==> config.mk <==
export PLATFORM = sky130hd
export DESIGN_NAME = address_filter_table_loader
export DESIGN_NICKNAME = d
export VERILOG_FILES = /design/src/filter_loader_pkg.sv /design/src/filter_table_mem.sv /design/src/address_filter_table_loader.sv
export VERILOG_INCLUDE_DIRS = /design/src /design/src/src
export SDC_FILE = /design/constraint.sdc
export NUM_CORES = 1
export LEC_CHECK = 0
export BUFFER_PORTS_ARGS = -buffer_cell sky130_fd_sc_hd__buf_4
export CAP_MARGIN = 20
export CORE_MARGIN = 5
export CORE_UTILIZATION = 60
export CTS_CLUSTER_SIZE = 30
export DETAILED_ROUTE_END_ITERATION = 8
export GPL_TIMING_DRIVEN = 0
export PLACE_DENSITY = 0.79
export SYNTH_ARGS = -nofsm -noshare
export SYNTH_HDL_FRONTEND = slang
export SYNTH_SLANG_ARGS = --single-unit
==> constraint.sdc <==
create_clock -name clk -period 5.1 [get_ports clk]
set_input_delay 1.02 -clock clk [delete_from_list [all_inputs] [get_ports clk]]
set_output_delay 1.02 -clock clk [all_outputs]
set_load 0.05 [all_outputs]
==> src/filter_loader_cfg.svh <==
// Purpose: constants for the address-filter table loader
// Assumes: 16-bit descriptor fields, sixteen table entries
// Notes: included by bare name
`ifndef FILTER_LOADER_CFG_SVH
`define FILTER_LOADER_CFG_SVH
`define FL_ENTRIES 16
`define FL_WORD_W 16
`define FL_PTR_W 4
`define FL_COUNT_W 5
`define FL_FIELDS_PER_DESC 3'd4
`define FL_STRIDE_32 16'h0004
`define FL_STRIDE_16 16'h0002
`define FL_MASK_RESET 16'h0000
`endif

==> src/filter_loader_pkg.sv <==
// Purpose: types for the address-filter table loader
// Assumes: nothing
// Notes: states of the load sequencer
package filter_loader_pkg;
  typedef enum logic [2:0] {
    ST_IDLE,
    ST_WAIT_IDLE,
    ST_REQ,
    ST_WAIT_ACK,
    ST_FINISH
  } load_state_t;
endpackage

==> src/filter_table_mem.sv <==
// Purpose: sixteen 48-bit filter entries with an enable mask
// Assumes: writes come only from the loader sequencer
// Notes: read port gated by software reset
`include "filter_loader_cfg.svh"
module filter_table_mem #(
  parameter int ENTRIES = `FL_ENTRIES,
  parameter int PW = `FL_PTR_W
) (
  input wire logic clk,
  input wire logic sys_rst,
  input wire logic wrEn,
  input wire logic [PW-1:0] wrIdx,
  input wire logic [1:0] wrPort,
  input wire logic [15:0] wrData,
  input wire logic maskWrEn,
  input wire logic [15:0] maskData,
  input wire logic softReset,
  input wire logic [PW-1:0] rdIdx,
  output logic [47:0] rdEntry,
  output logic [ENTRIES-1:0] enableMask
);
  // --------------------------------
  // storage
  // --------------------------------
  logic [47:0] table_q [ENTRIES];
  always_ff @(posedge clk) begin
    if (wrEn) begin
      case (wrPort)
        2'h0: table_q[wrIdx][15:0] <= wrData; // RULE_15
        2'h1: table_q[wrIdx][31:16] <= wrData;
        2'h2: table_q[wrIdx][47:32] <= wrData;
        default: ;
      endcase
    end
  end
  always_ff @(posedge clk or posedge sys_rst) begin
    if (sys_rst) begin
      enableMask <= '0;
      rdEntry <= 48'h0;
    end else begin
      if (maskWrEn) begin
        enableMask <= maskData[ENTRIES-1:0]; // RULE_16
      end
      rdEntry <= softReset ? table_q[rdIdx] : 48'h0; // RULE_02
    end
  end
endmodule // filter_table_mem

==> src/address_filter_table_loader.sv <==
// What this block does
// (RULE_01) table written only by the list load
// (RULE_02) table readable only during software reset
// (RULE_03) software keeps list in receive page
// (RULE_04) descriptors contiguous, four 16-bit fields each
// (RULE_05) 32-bit mode ignores upper data half
// (RULE_06) first field pointer, three filter words
// (RULE_07) trailing field loads entry enable mask
// (RULE_08) address is upper base plus pointer
// (RULE_09) only low five count bits used
// (RULE_10) software sets base, list, count, pointer
// (RULE_11) software rewrites pointer before each load
// (RULE_12) load waits for transmit and receive idle
// (RULE_13) ends past mask field, count zero
// (RULE_14) clears command and sets done flag
// (RULE_15) sixteen 48-bit entries, port 0 low
// (RULE_16) each entry disabled by mask bit
// (RULE_17) pointer steps per field, count per descriptor
//
// Purpose: fetch filter descriptors from memory and load the filter table
// Assumes: memory reads answer with memAck pulse and memRdData
// Notes: software writes pointer/count via load strobes
`include "filter_loader_cfg.svh"
module address_filter_table_loader #(
  parameter int ENTRIES = `FL_ENTRIES,
  parameter int PW = `FL_PTR_W
) (
  input wire logic clk,
  input wire logic sys_rst,
  input wire logic upper_resource_base_wr,
  input wire logic [15:0] upper_resource_base_in,
  input wire logic filter_list_pointer_wr,
  input wire logic [15:0] filter_list_pointer_in,
  input wire logic filter_list_count_wr,
  input wire logic [15:0] filter_list_count_in,
  input wire logic load_filter_table_cmd_set,
  input wire logic filter_load_done_flag_clr,
  input wire logic wideBus,
  input wire logic txBusy,
  input wire logic rxBusy,
  input wire logic softReset,
  input wire logic [PW-1:0] tableRdIdx,
  output logic memRdReq,
  output logic [31:0] memAddr,
  input wire logic memAck,
  input wire logic [31:0] memRdData,
  output logic load_filter_table_cmd,
  output logic filter_load_done_flag,
  output logic [15:0] filter_list_pointer,
  output logic [`FL_COUNT_W-1:0] filter_list_count,
  output logic [15:0] upper_resource_base,
  output logic [47:0] tableRdEntry,
  output logic [ENTRIES-1:0] entryEnableMask
);
  // --------------------------------
  // state
  // --------------------------------
  filter_loader_pkg::load_state_t state_q;
  filter_loader_pkg::load_state_t state_d;
  logic [2:0] field_q;
  logic [PW-1:0] entryPtr_q;
  logic lastField;
  logic [15:0] fieldData;
  logic [15:0] stride;
  logic fieldDone;
  logic isPtrField;
  logic isMaskField;
  logic tblWrEn;
  logic [1:0] tblPort;
  logic [15:0] ptrNext;
  logic [15:0] baseNext;

  // --------------------------------
  // decode
  // --------------------------------
  assign fieldData = memRdData[15:0]; // RULE_05
  assign stride = wideBus ? `FL_STRIDE_32 : `FL_STRIDE_16; // RULE_04
  assign fieldDone = (state_q == filter_loader_pkg::ST_WAIT_ACK) && memAck;
  assign isMaskField = (filter_list_count == '0); // RULE_07
  assign isPtrField = !isMaskField && (field_q == 3'd0);
  assign lastField = (field_q == `FL_FIELDS_PER_DESC - 3'd1);
  assign tblWrEn = fieldDone && !isMaskField && !isPtrField; // RULE_01
  assign tblPort = 2'(field_q - 3'd1); // RULE_06
  // address of the next field: the pointer as it stands after this edge
  assign ptrNext = fieldDone ? filter_list_pointer + stride :
    (filter_list_pointer_wr ? filter_list_pointer_in : filter_list_pointer);
  assign baseNext = upper_resource_base_wr ? upper_resource_base_in : upper_resource_base;

  always_comb begin
    state_d = state_q;
    case (state_q)
      filter_loader_pkg::ST_IDLE: begin
        if (load_filter_table_cmd) begin
          state_d = filter_loader_pkg::ST_WAIT_IDLE;
        end
      end
      filter_loader_pkg::ST_WAIT_IDLE: begin
        if (!txBusy && !rxBusy) begin
          state_d = filter_loader_pkg::ST_REQ; // RULE_12
        end
      end
      filter_loader_pkg::ST_REQ: state_d = filter_loader_pkg::ST_WAIT_ACK;
      filter_loader_pkg::ST_WAIT_ACK: begin
        if (memAck) begin
          state_d = isMaskField ? filter_loader_pkg::ST_FINISH : filter_loader_pkg::ST_REQ;
        end
      end
      filter_loader_pkg::ST_FINISH: state_d = filter_loader_pkg::ST_IDLE;
      default: state_d = filter_loader_pkg::ST_IDLE;
    endcase
  end

  // --------------------------------
  // sequencer
  // --------------------------------
  always_ff @(posedge clk or posedge sys_rst) begin
    if (sys_rst) begin
      state_q <= filter_loader_pkg::ST_IDLE;
      field_q <= 3'd0;
      entryPtr_q <= '0;
      memRdReq <= 1'b0;
      memAddr <= 32'h0;
    end else begin
      state_q <= state_d;
      memRdReq <= (state_d == filter_loader_pkg::ST_REQ);
      memAddr <= {baseNext, ptrNext}; // RULE_08
      if (state_q == filter_loader_pkg::ST_IDLE) begin
        field_q <= 3'd0;
      end else if (fieldDone) begin
        field_q <= lastField ? 3'd0 : field_q + 3'd1;
      end
      if (fieldDone && isPtrField) begin
        entryPtr_q <= fieldData[PW-1:0]; // RULE_06
      end
    end
  end

  // --------------------------------
  // software-visible registers
  // --------------------------------
  always_ff @(posedge clk or posedge sys_rst) begin
    if (sys_rst) begin
      filter_list_pointer <= 16'h0;
      filter_list_count <= '0;
      upper_resource_base <= 16'h0;
      load_filter_table_cmd <= 1'b0;
      filter_load_done_flag <= 1'b0;
    end else begin
      if (upper_resource_base_wr) begin
        upper_resource_base <= upper_resource_base_in;
      end
      if (fieldDone) begin
        filter_list_pointer <= filter_list_pointer + stride; // RULE_17 RULE_13
      end else if (filter_list_pointer_wr) begin
        filter_list_pointer <= filter_list_pointer_in;
      end
      if (fieldDone && !isMaskField && lastField) begin
        filter_list_count <= filter_list_count - 1'b1; // RULE_17 RULE_13
      end else if (filter_list_count_wr && state_q == filter_loader_pkg::ST_IDLE) begin
        filter_list_count <= filter_list_count_in[`FL_COUNT_W-1:0]; // RULE_09
      end
      if (state_q == filter_loader_pkg::ST_FINISH) begin
        load_filter_table_cmd <= 1'b0; // RULE_14
      end else if (load_filter_table_cmd_set) begin
        load_filter_table_cmd <= 1'b1;
      end
      if (state_q == filter_loader_pkg::ST_FINISH) begin
        filter_load_done_flag <= 1'b1; // RULE_14
      end else if (filter_load_done_flag_clr) begin
        filter_load_done_flag <= 1'b0;
      end
    end
  end

  // --------------------------------
  // filter table
  // --------------------------------
  filter_table_mem #(.ENTRIES(ENTRIES), .PW(PW)) tableMem (
    .clk(clk),
    .sys_rst(sys_rst),
    .wrEn(tblWrEn),
    .wrIdx(entryPtr_q),
    .wrPort(tblPort),
    .wrData(fieldData),
    .maskWrEn(fieldDone && isMaskField), // RULE_07
    .maskData(fieldData),
    .softReset(softReset), // RULE_02
    .rdIdx(tableRdIdx),
    .rdEntry(tableRdEntry),
    .enableMask(entryEnableMask) // RULE_16
  );
endmodule // address_filter_table_loader

After elaboration in Yosys (flattened, before gate mapping):

Memories as Yosys holds them, arrays and structs flattened.
Cells that the tools add are included.

* output and inout bits: 136
* bits of input ports: 96
* bits in registers: 146
* logic and storage cells: 74
* memories kept: 1
* bits in writable memories: 768

* reductions and logical operators: 21
* equal/unequal tests: 8
* multiplexer cells: 28
* add/subtract/negate cells: 4

Memories
* tableMem.table_q: words 16, bits a word 48, rd ports 1, clocked after memory_dff 0, wr ports 1, RTL line filter_table_mem.sv:25 `logic [47:0] table_q [ENTRIES];`

Operator list (count)
* $mux 16: 3
* $mux 48: 1
* $mux 3: 8
* $add 16x3->16: 1
* $mux 1: 13
* $eq 3x2->1 const B: 4
* $pmux 3 s4: 1
* $mux 5: 2
* $logic_and 1x1->1: 9
* $reduce_bool 2->1: 4
* $logic_not 3->1: 2
* $logic_not 5->1: 1
* $sub 5x1->5 const B: 1
* $logic_not 1->1: 4
* $add 3x1->3 const B: 1
* $eq 3x1->1 const B: 1
* $eq 3x3->1 const B: 1
* $eq 2x1->1 const B: 1
* $eq 2x2->1 const B: 1
* $logic_not 2->1: 1
* $sub 2x1->2 const B: 1

Logic depth before layout (Yosys ltp):

* word-level depth: 7
* depth in mapped cells: 8
* gate-level depth less buffers: 6

Cells and area by module:

Synthesis repeated with hierarchy kept, for this count alone.

* cells, all modules: 1961
* area total of the unflattened synthesis: 34755.8 um^2

Modules (own cells, without submodules)
* filter_table_mem: area each 31970.7 um^2, seq. area each 24663.7 um^2, instances 1, cells each 1698
* address_filter_table_loader: area each 2785.2 um^2, seq. area each 1251.2 um^2, instances 1, cells each 263

Worst setup path before layout:

OpenSTA, ideal clock, no wires.

* path type: in2reg
* from: input port memAck
* to: memory tableMem.table_q[15][32], enable pin
* required time: 4.712 ns
* path buffers: 1
* stages: 5
* data arrival time: 2.528 ns
* setup time: 0.388 ns
* slack: 2.183 ns
* cells stage by stage: nand4b_2 > nor3_2 > nand2_1 > buf_2 > nor2_1

* longest elaborated chain between the ends: 5

Ends and longest elaborated chain
* from (decl): RTL line address_filter_table_loader.sv:45 `input wire logic memAck,`
* $logic_and 1x1->1: RTL line address_filter_table_loader.sv:78 `assign fieldDone = (state_q == filter_loader_pkg::ST_WAIT_ACK) && memAck;`
* $logic_and 1x1->1 (2 in a row): RTL line address_filter_table_loader.sv:82 `assign tblWrEn = fieldDone && !isMaskField && !isPtrField;`
* $mux 1: RTL line filter_table_mem.sv:27 `if (wrEn) begin`
* $mux 1 (implied by the code): RTL line filter_table_mem.sv:31 `2'h2: table_q[wrIdx][47:32] <= wrData;`
* to (decl): RTL line filter_table_mem.sv:25

No other way between the ends.

Worst setup path in the final report:

* from: input port tableRdIdx[1]
* to: register tableMem.rdEntry[12]

* longest elaborated chain between the ends: 2

Ends and longest elaborated chain
* from (decl): RTL line address_filter_table_loader.sv:42 `input wire logic [PW-1:0] tableRdIdx,`
* $mem_v2 16x48
* $mux 48: RTL line filter_table_mem.sv:44 `rdEntry <= softReset ? table_q[rdIdx] : 48'h0;`
* to (signal assigned): RTL line filter_table_mem.sv:44
* to (decl): RTL line filter_table_mem.sv:19 `output logic [47:0] rdEntry,`

No other way between the ends.
A chain may end at the register's enable or synchronous reset.

==> results_dict.tcl <==
set metrics [dict create \
    final_common_cell "edfxtp_1" \
    multi_input_area_mm2 0.00766 \
    drive_gt1_share_pct 24.2 \
    drc 0 \
    grtUsageTotal_pct 28.6 \
    ys_warn_count 0 \
    fin_skew_ns 0.0314 \
    slew_headroom_pct 28.5 \
    rsz0062_at_grt "false" \
    end_kind "flop" \
    max_stage_delay_ns 0.85 \
    synth_edf_count 768 \
    grt_overflow_total 0 \
    power.density_mw_per_mm2 430 \
    drt-wirelength-per-cell_um 29.0 \
    setup_ws_ns 1.90 \
    cts-resized-gates 0 \
    cts_buffers 86 \
    fmaxAchievable_ghz 0.312 \
    ys.flop_type "edfxtp_1" \
    synth_top_area_cell "edfxtp_1" \
    syn_area_mm2 0.0343 \
    crit_chain "buf_4 -> nor2_1 -> clkbuf_1 -> clkbuf_1 -> a22oi_1 -> nand2_1 -> o22ai_1" \
    synth_compound_area_share_pct 5.90 \
    globalplace.congestion 0.889 \
    avgSynthCellArea_um2 17.4 \
    dpl.hpwl_um 58300 \
    crit_type "input pin to flop" \
    cts-htree-levels 3 \
    tightestPinTransition_ns 1.07 \
    grt_antenna_before_repair 2 \
    ys_async_sr_fraction_pct 12.9 \
    start_util_pct 60.7 \
    clkLatencyLatePin_ns 0.65 \
    final_cell_mix "768 x edfxtp_1, 346 x mux2i_1, 257 x buf_4" \
    p_leak_nw 15.0 \
    die_w_um 249 \
    synthAdderAreaFrac_pct 0.387 \
    hp-class "input pin to async pin" \
    ir_drop_mv 0.554 \
    required_ns 5.57 \
    drtAntennaViolNets 0 \
    cts.sinks 882 \
    finalInstanceArea_mm2 0.0405 \
    yosys.area_share.simple_pct 3.07 \
    max-clock-path-buffers 3 \
    placementRows 87 \
    io_pins 232 \
    place_ws_ns 1.45 \
    nets 2416 \
    port_buffers 202 \
    syn_inst 1973 \
    via_count 20400 \
    cts_setup_buffers 0 \
    crit_fanout 10 \
    clkTransAtPathRegs_ns 0.06 \
    min_period_ns 3.20 \
    cap_violations 0 \
    holdBufCountCts 0 \
    dpl_cell_area_mm2 0.0376 \
    crit_top_cell "clkbuf_1" \
    synth_cell_types 48 \
    crit_slowest_cell "clkbuf_1" \
    cts-root-buf "clkbuf_16" \
    setup_viol 0 \
    first_global_vias 20400 \
    cp.arrival_ns 3.67 \
    first_pass_iters 7 \
    synth_xor_area_share_pct 0 \
    syn2layout_area_growth_pct 18.1 \
    synth_seq_area_share_pct 75.6 \
    synth.area.top_cells "edfxtp_1 67%, mux2i_1 10%, dfrtp_1 8.3%, a22oi_1 3.3%, mux4_2 1.3%" \
    fillerInstances 3314 \
    dieArea_mm2 0.0620 \
    final_hold_viol_count 0 \
    drt_wl_total_um 91200 \
    synthMuxAreaShare_pct 12.6 \
    min_period_over_period_pct 62.8 \
    drt_iter0_markers 2815 \
    cts_tree "yes" \
    synth_top_family_by_area "multiplexers" \
    fp.coreArea_mm2 0.0565 \
    die_h_um 249 \
    timing.setup.tns_ns 0 \
    synth_top_area_share_pct 67.3 \
    drv_slew 0 \
    grt_first_pass_wirelength_um 132000 \
    syn_nets 2079 \
    regArea_mm2 0.0259 \
    grt_start_max_net_pins 73 \
    avgViaCountPerCell 6.49 \
    outcome "finished clean" \
    start_kind "input pin" \
    ys_ff_latch 882 \
]
-- metrics by stage --
stage                     util [%]  power [W]  cells  hold WS (ns)
final                         71.7     0.0174   3141         0.413
after global placement        65.0     0.0110   2931         0.491
after floorplan                  -     0.0102   1973         0.481
after CTS                     71.7     0.0174   3140         0.412
after global routing          71.7     0.0179   3140         0.437
after detailed placement      66.6     0.0111   2978         0.499
-- area by class of cell --
cell class,instances,share of cell area (%)
diodes,1,0.00618
clock inverters,49,1.29
clock buffers,113,5.77
multi-input cells,937,18.9
plain buffers,142,1.94
well taps,756,2.34
inverters,12,0.124
repair buffers,249,5.61
flip-flops and latches,882,64.0
-- flip-flops by register name, summed over array words and instances (netlist names) --
| name | cells |
|---|---|
| filter_list_count | 5 |
| filter_load_done_flag | 1 |
| memRdReq | 1 |
| load_filter_table_cmd | 1 |
| upper_resource_base | 15 |
| state_q | 3 |
| memAddr | 2 |
| tableMem.rdEntry | 48 |
| filter_list_pointer | 15 |
| tableMem.table_q | 768 |
| field_q | 3 |
| tableMem.enableMask | 16 |
| entryPtr_q | 4 |
-- kinds of logic after synthesis --
group,count (synthesis)
muxes,402
AOI/OAI and AO/OA,286
DFF,882
and+or+nand+nor,239
buffers and inverters,154
adders and majority gates,10
-- synth_stat cells (all sizes together), types with 9 or more instances --
library cell and instances:
mux2 36, dfrtp 114, mux4 20, nand2 117, ha 9, clkbuf 50, o22ai 30, a221oi 23
a22oi 152, mux2i 346, nor2b 10, o21ai 47, buf 92, nand3 12, inv 12, nor2 68
edfxtp 768
-- routing by layer --
metal / vias to the layer above / wire length [um] / GRT usage, %
met5: - / 30 / 0
met4: 4 / 4630 / 12.7
met3: 288 / 10200 / 6.30
met2: 1498 / 43600 / 46.4
met1: 10200 / 32700 / 37.9
li1: 8408 / - / -
-- path summary, 6_finish.rpt --
path | from | end | slack, ns | cells past startpoint
min in group clk | tableMem.enableMask[7] | tableMem.enableMask[7] | 0.51 | 1
hold / removal | sys_rst | tableMem.rdEntry[27] | 0.41 | 2
max in group asynchronous | sys_rst | tableMem.rdEntry[47] | 3.96 | 3
hold reg to reg | tableMem.enableMask[7] | tableMem.enableMask[7] | 0.51 | 1
setup / recovery | tableRdIdx[1] | tableMem.rdEntry[12] | 1.90 | 7
setup reg to reg | state_q[2] | tableMem.table_q[13][38] | 2.00 | 6
-- where the power goes --
group          internal (W)  total [W]  leakage (nW)  switching [W]
combinational      0.000857    0.00270          5.35        0.00184
clock               0.00367    0.00636          1.38        0.00269
sequential          0.00811    0.00834          8.32       0.000232
total                0.0126     0.0174          15.0        0.00477
-- critical path, delay by kind of cell --
kind / cells / cell delay, ns
AO/OA/AOI/OAI: 2 / 0.37
AND/OR/NAND/NOR: 2 / 0.71
buffers and inverters: 3 / 1.56
Power figures use the tool's default switching activity.
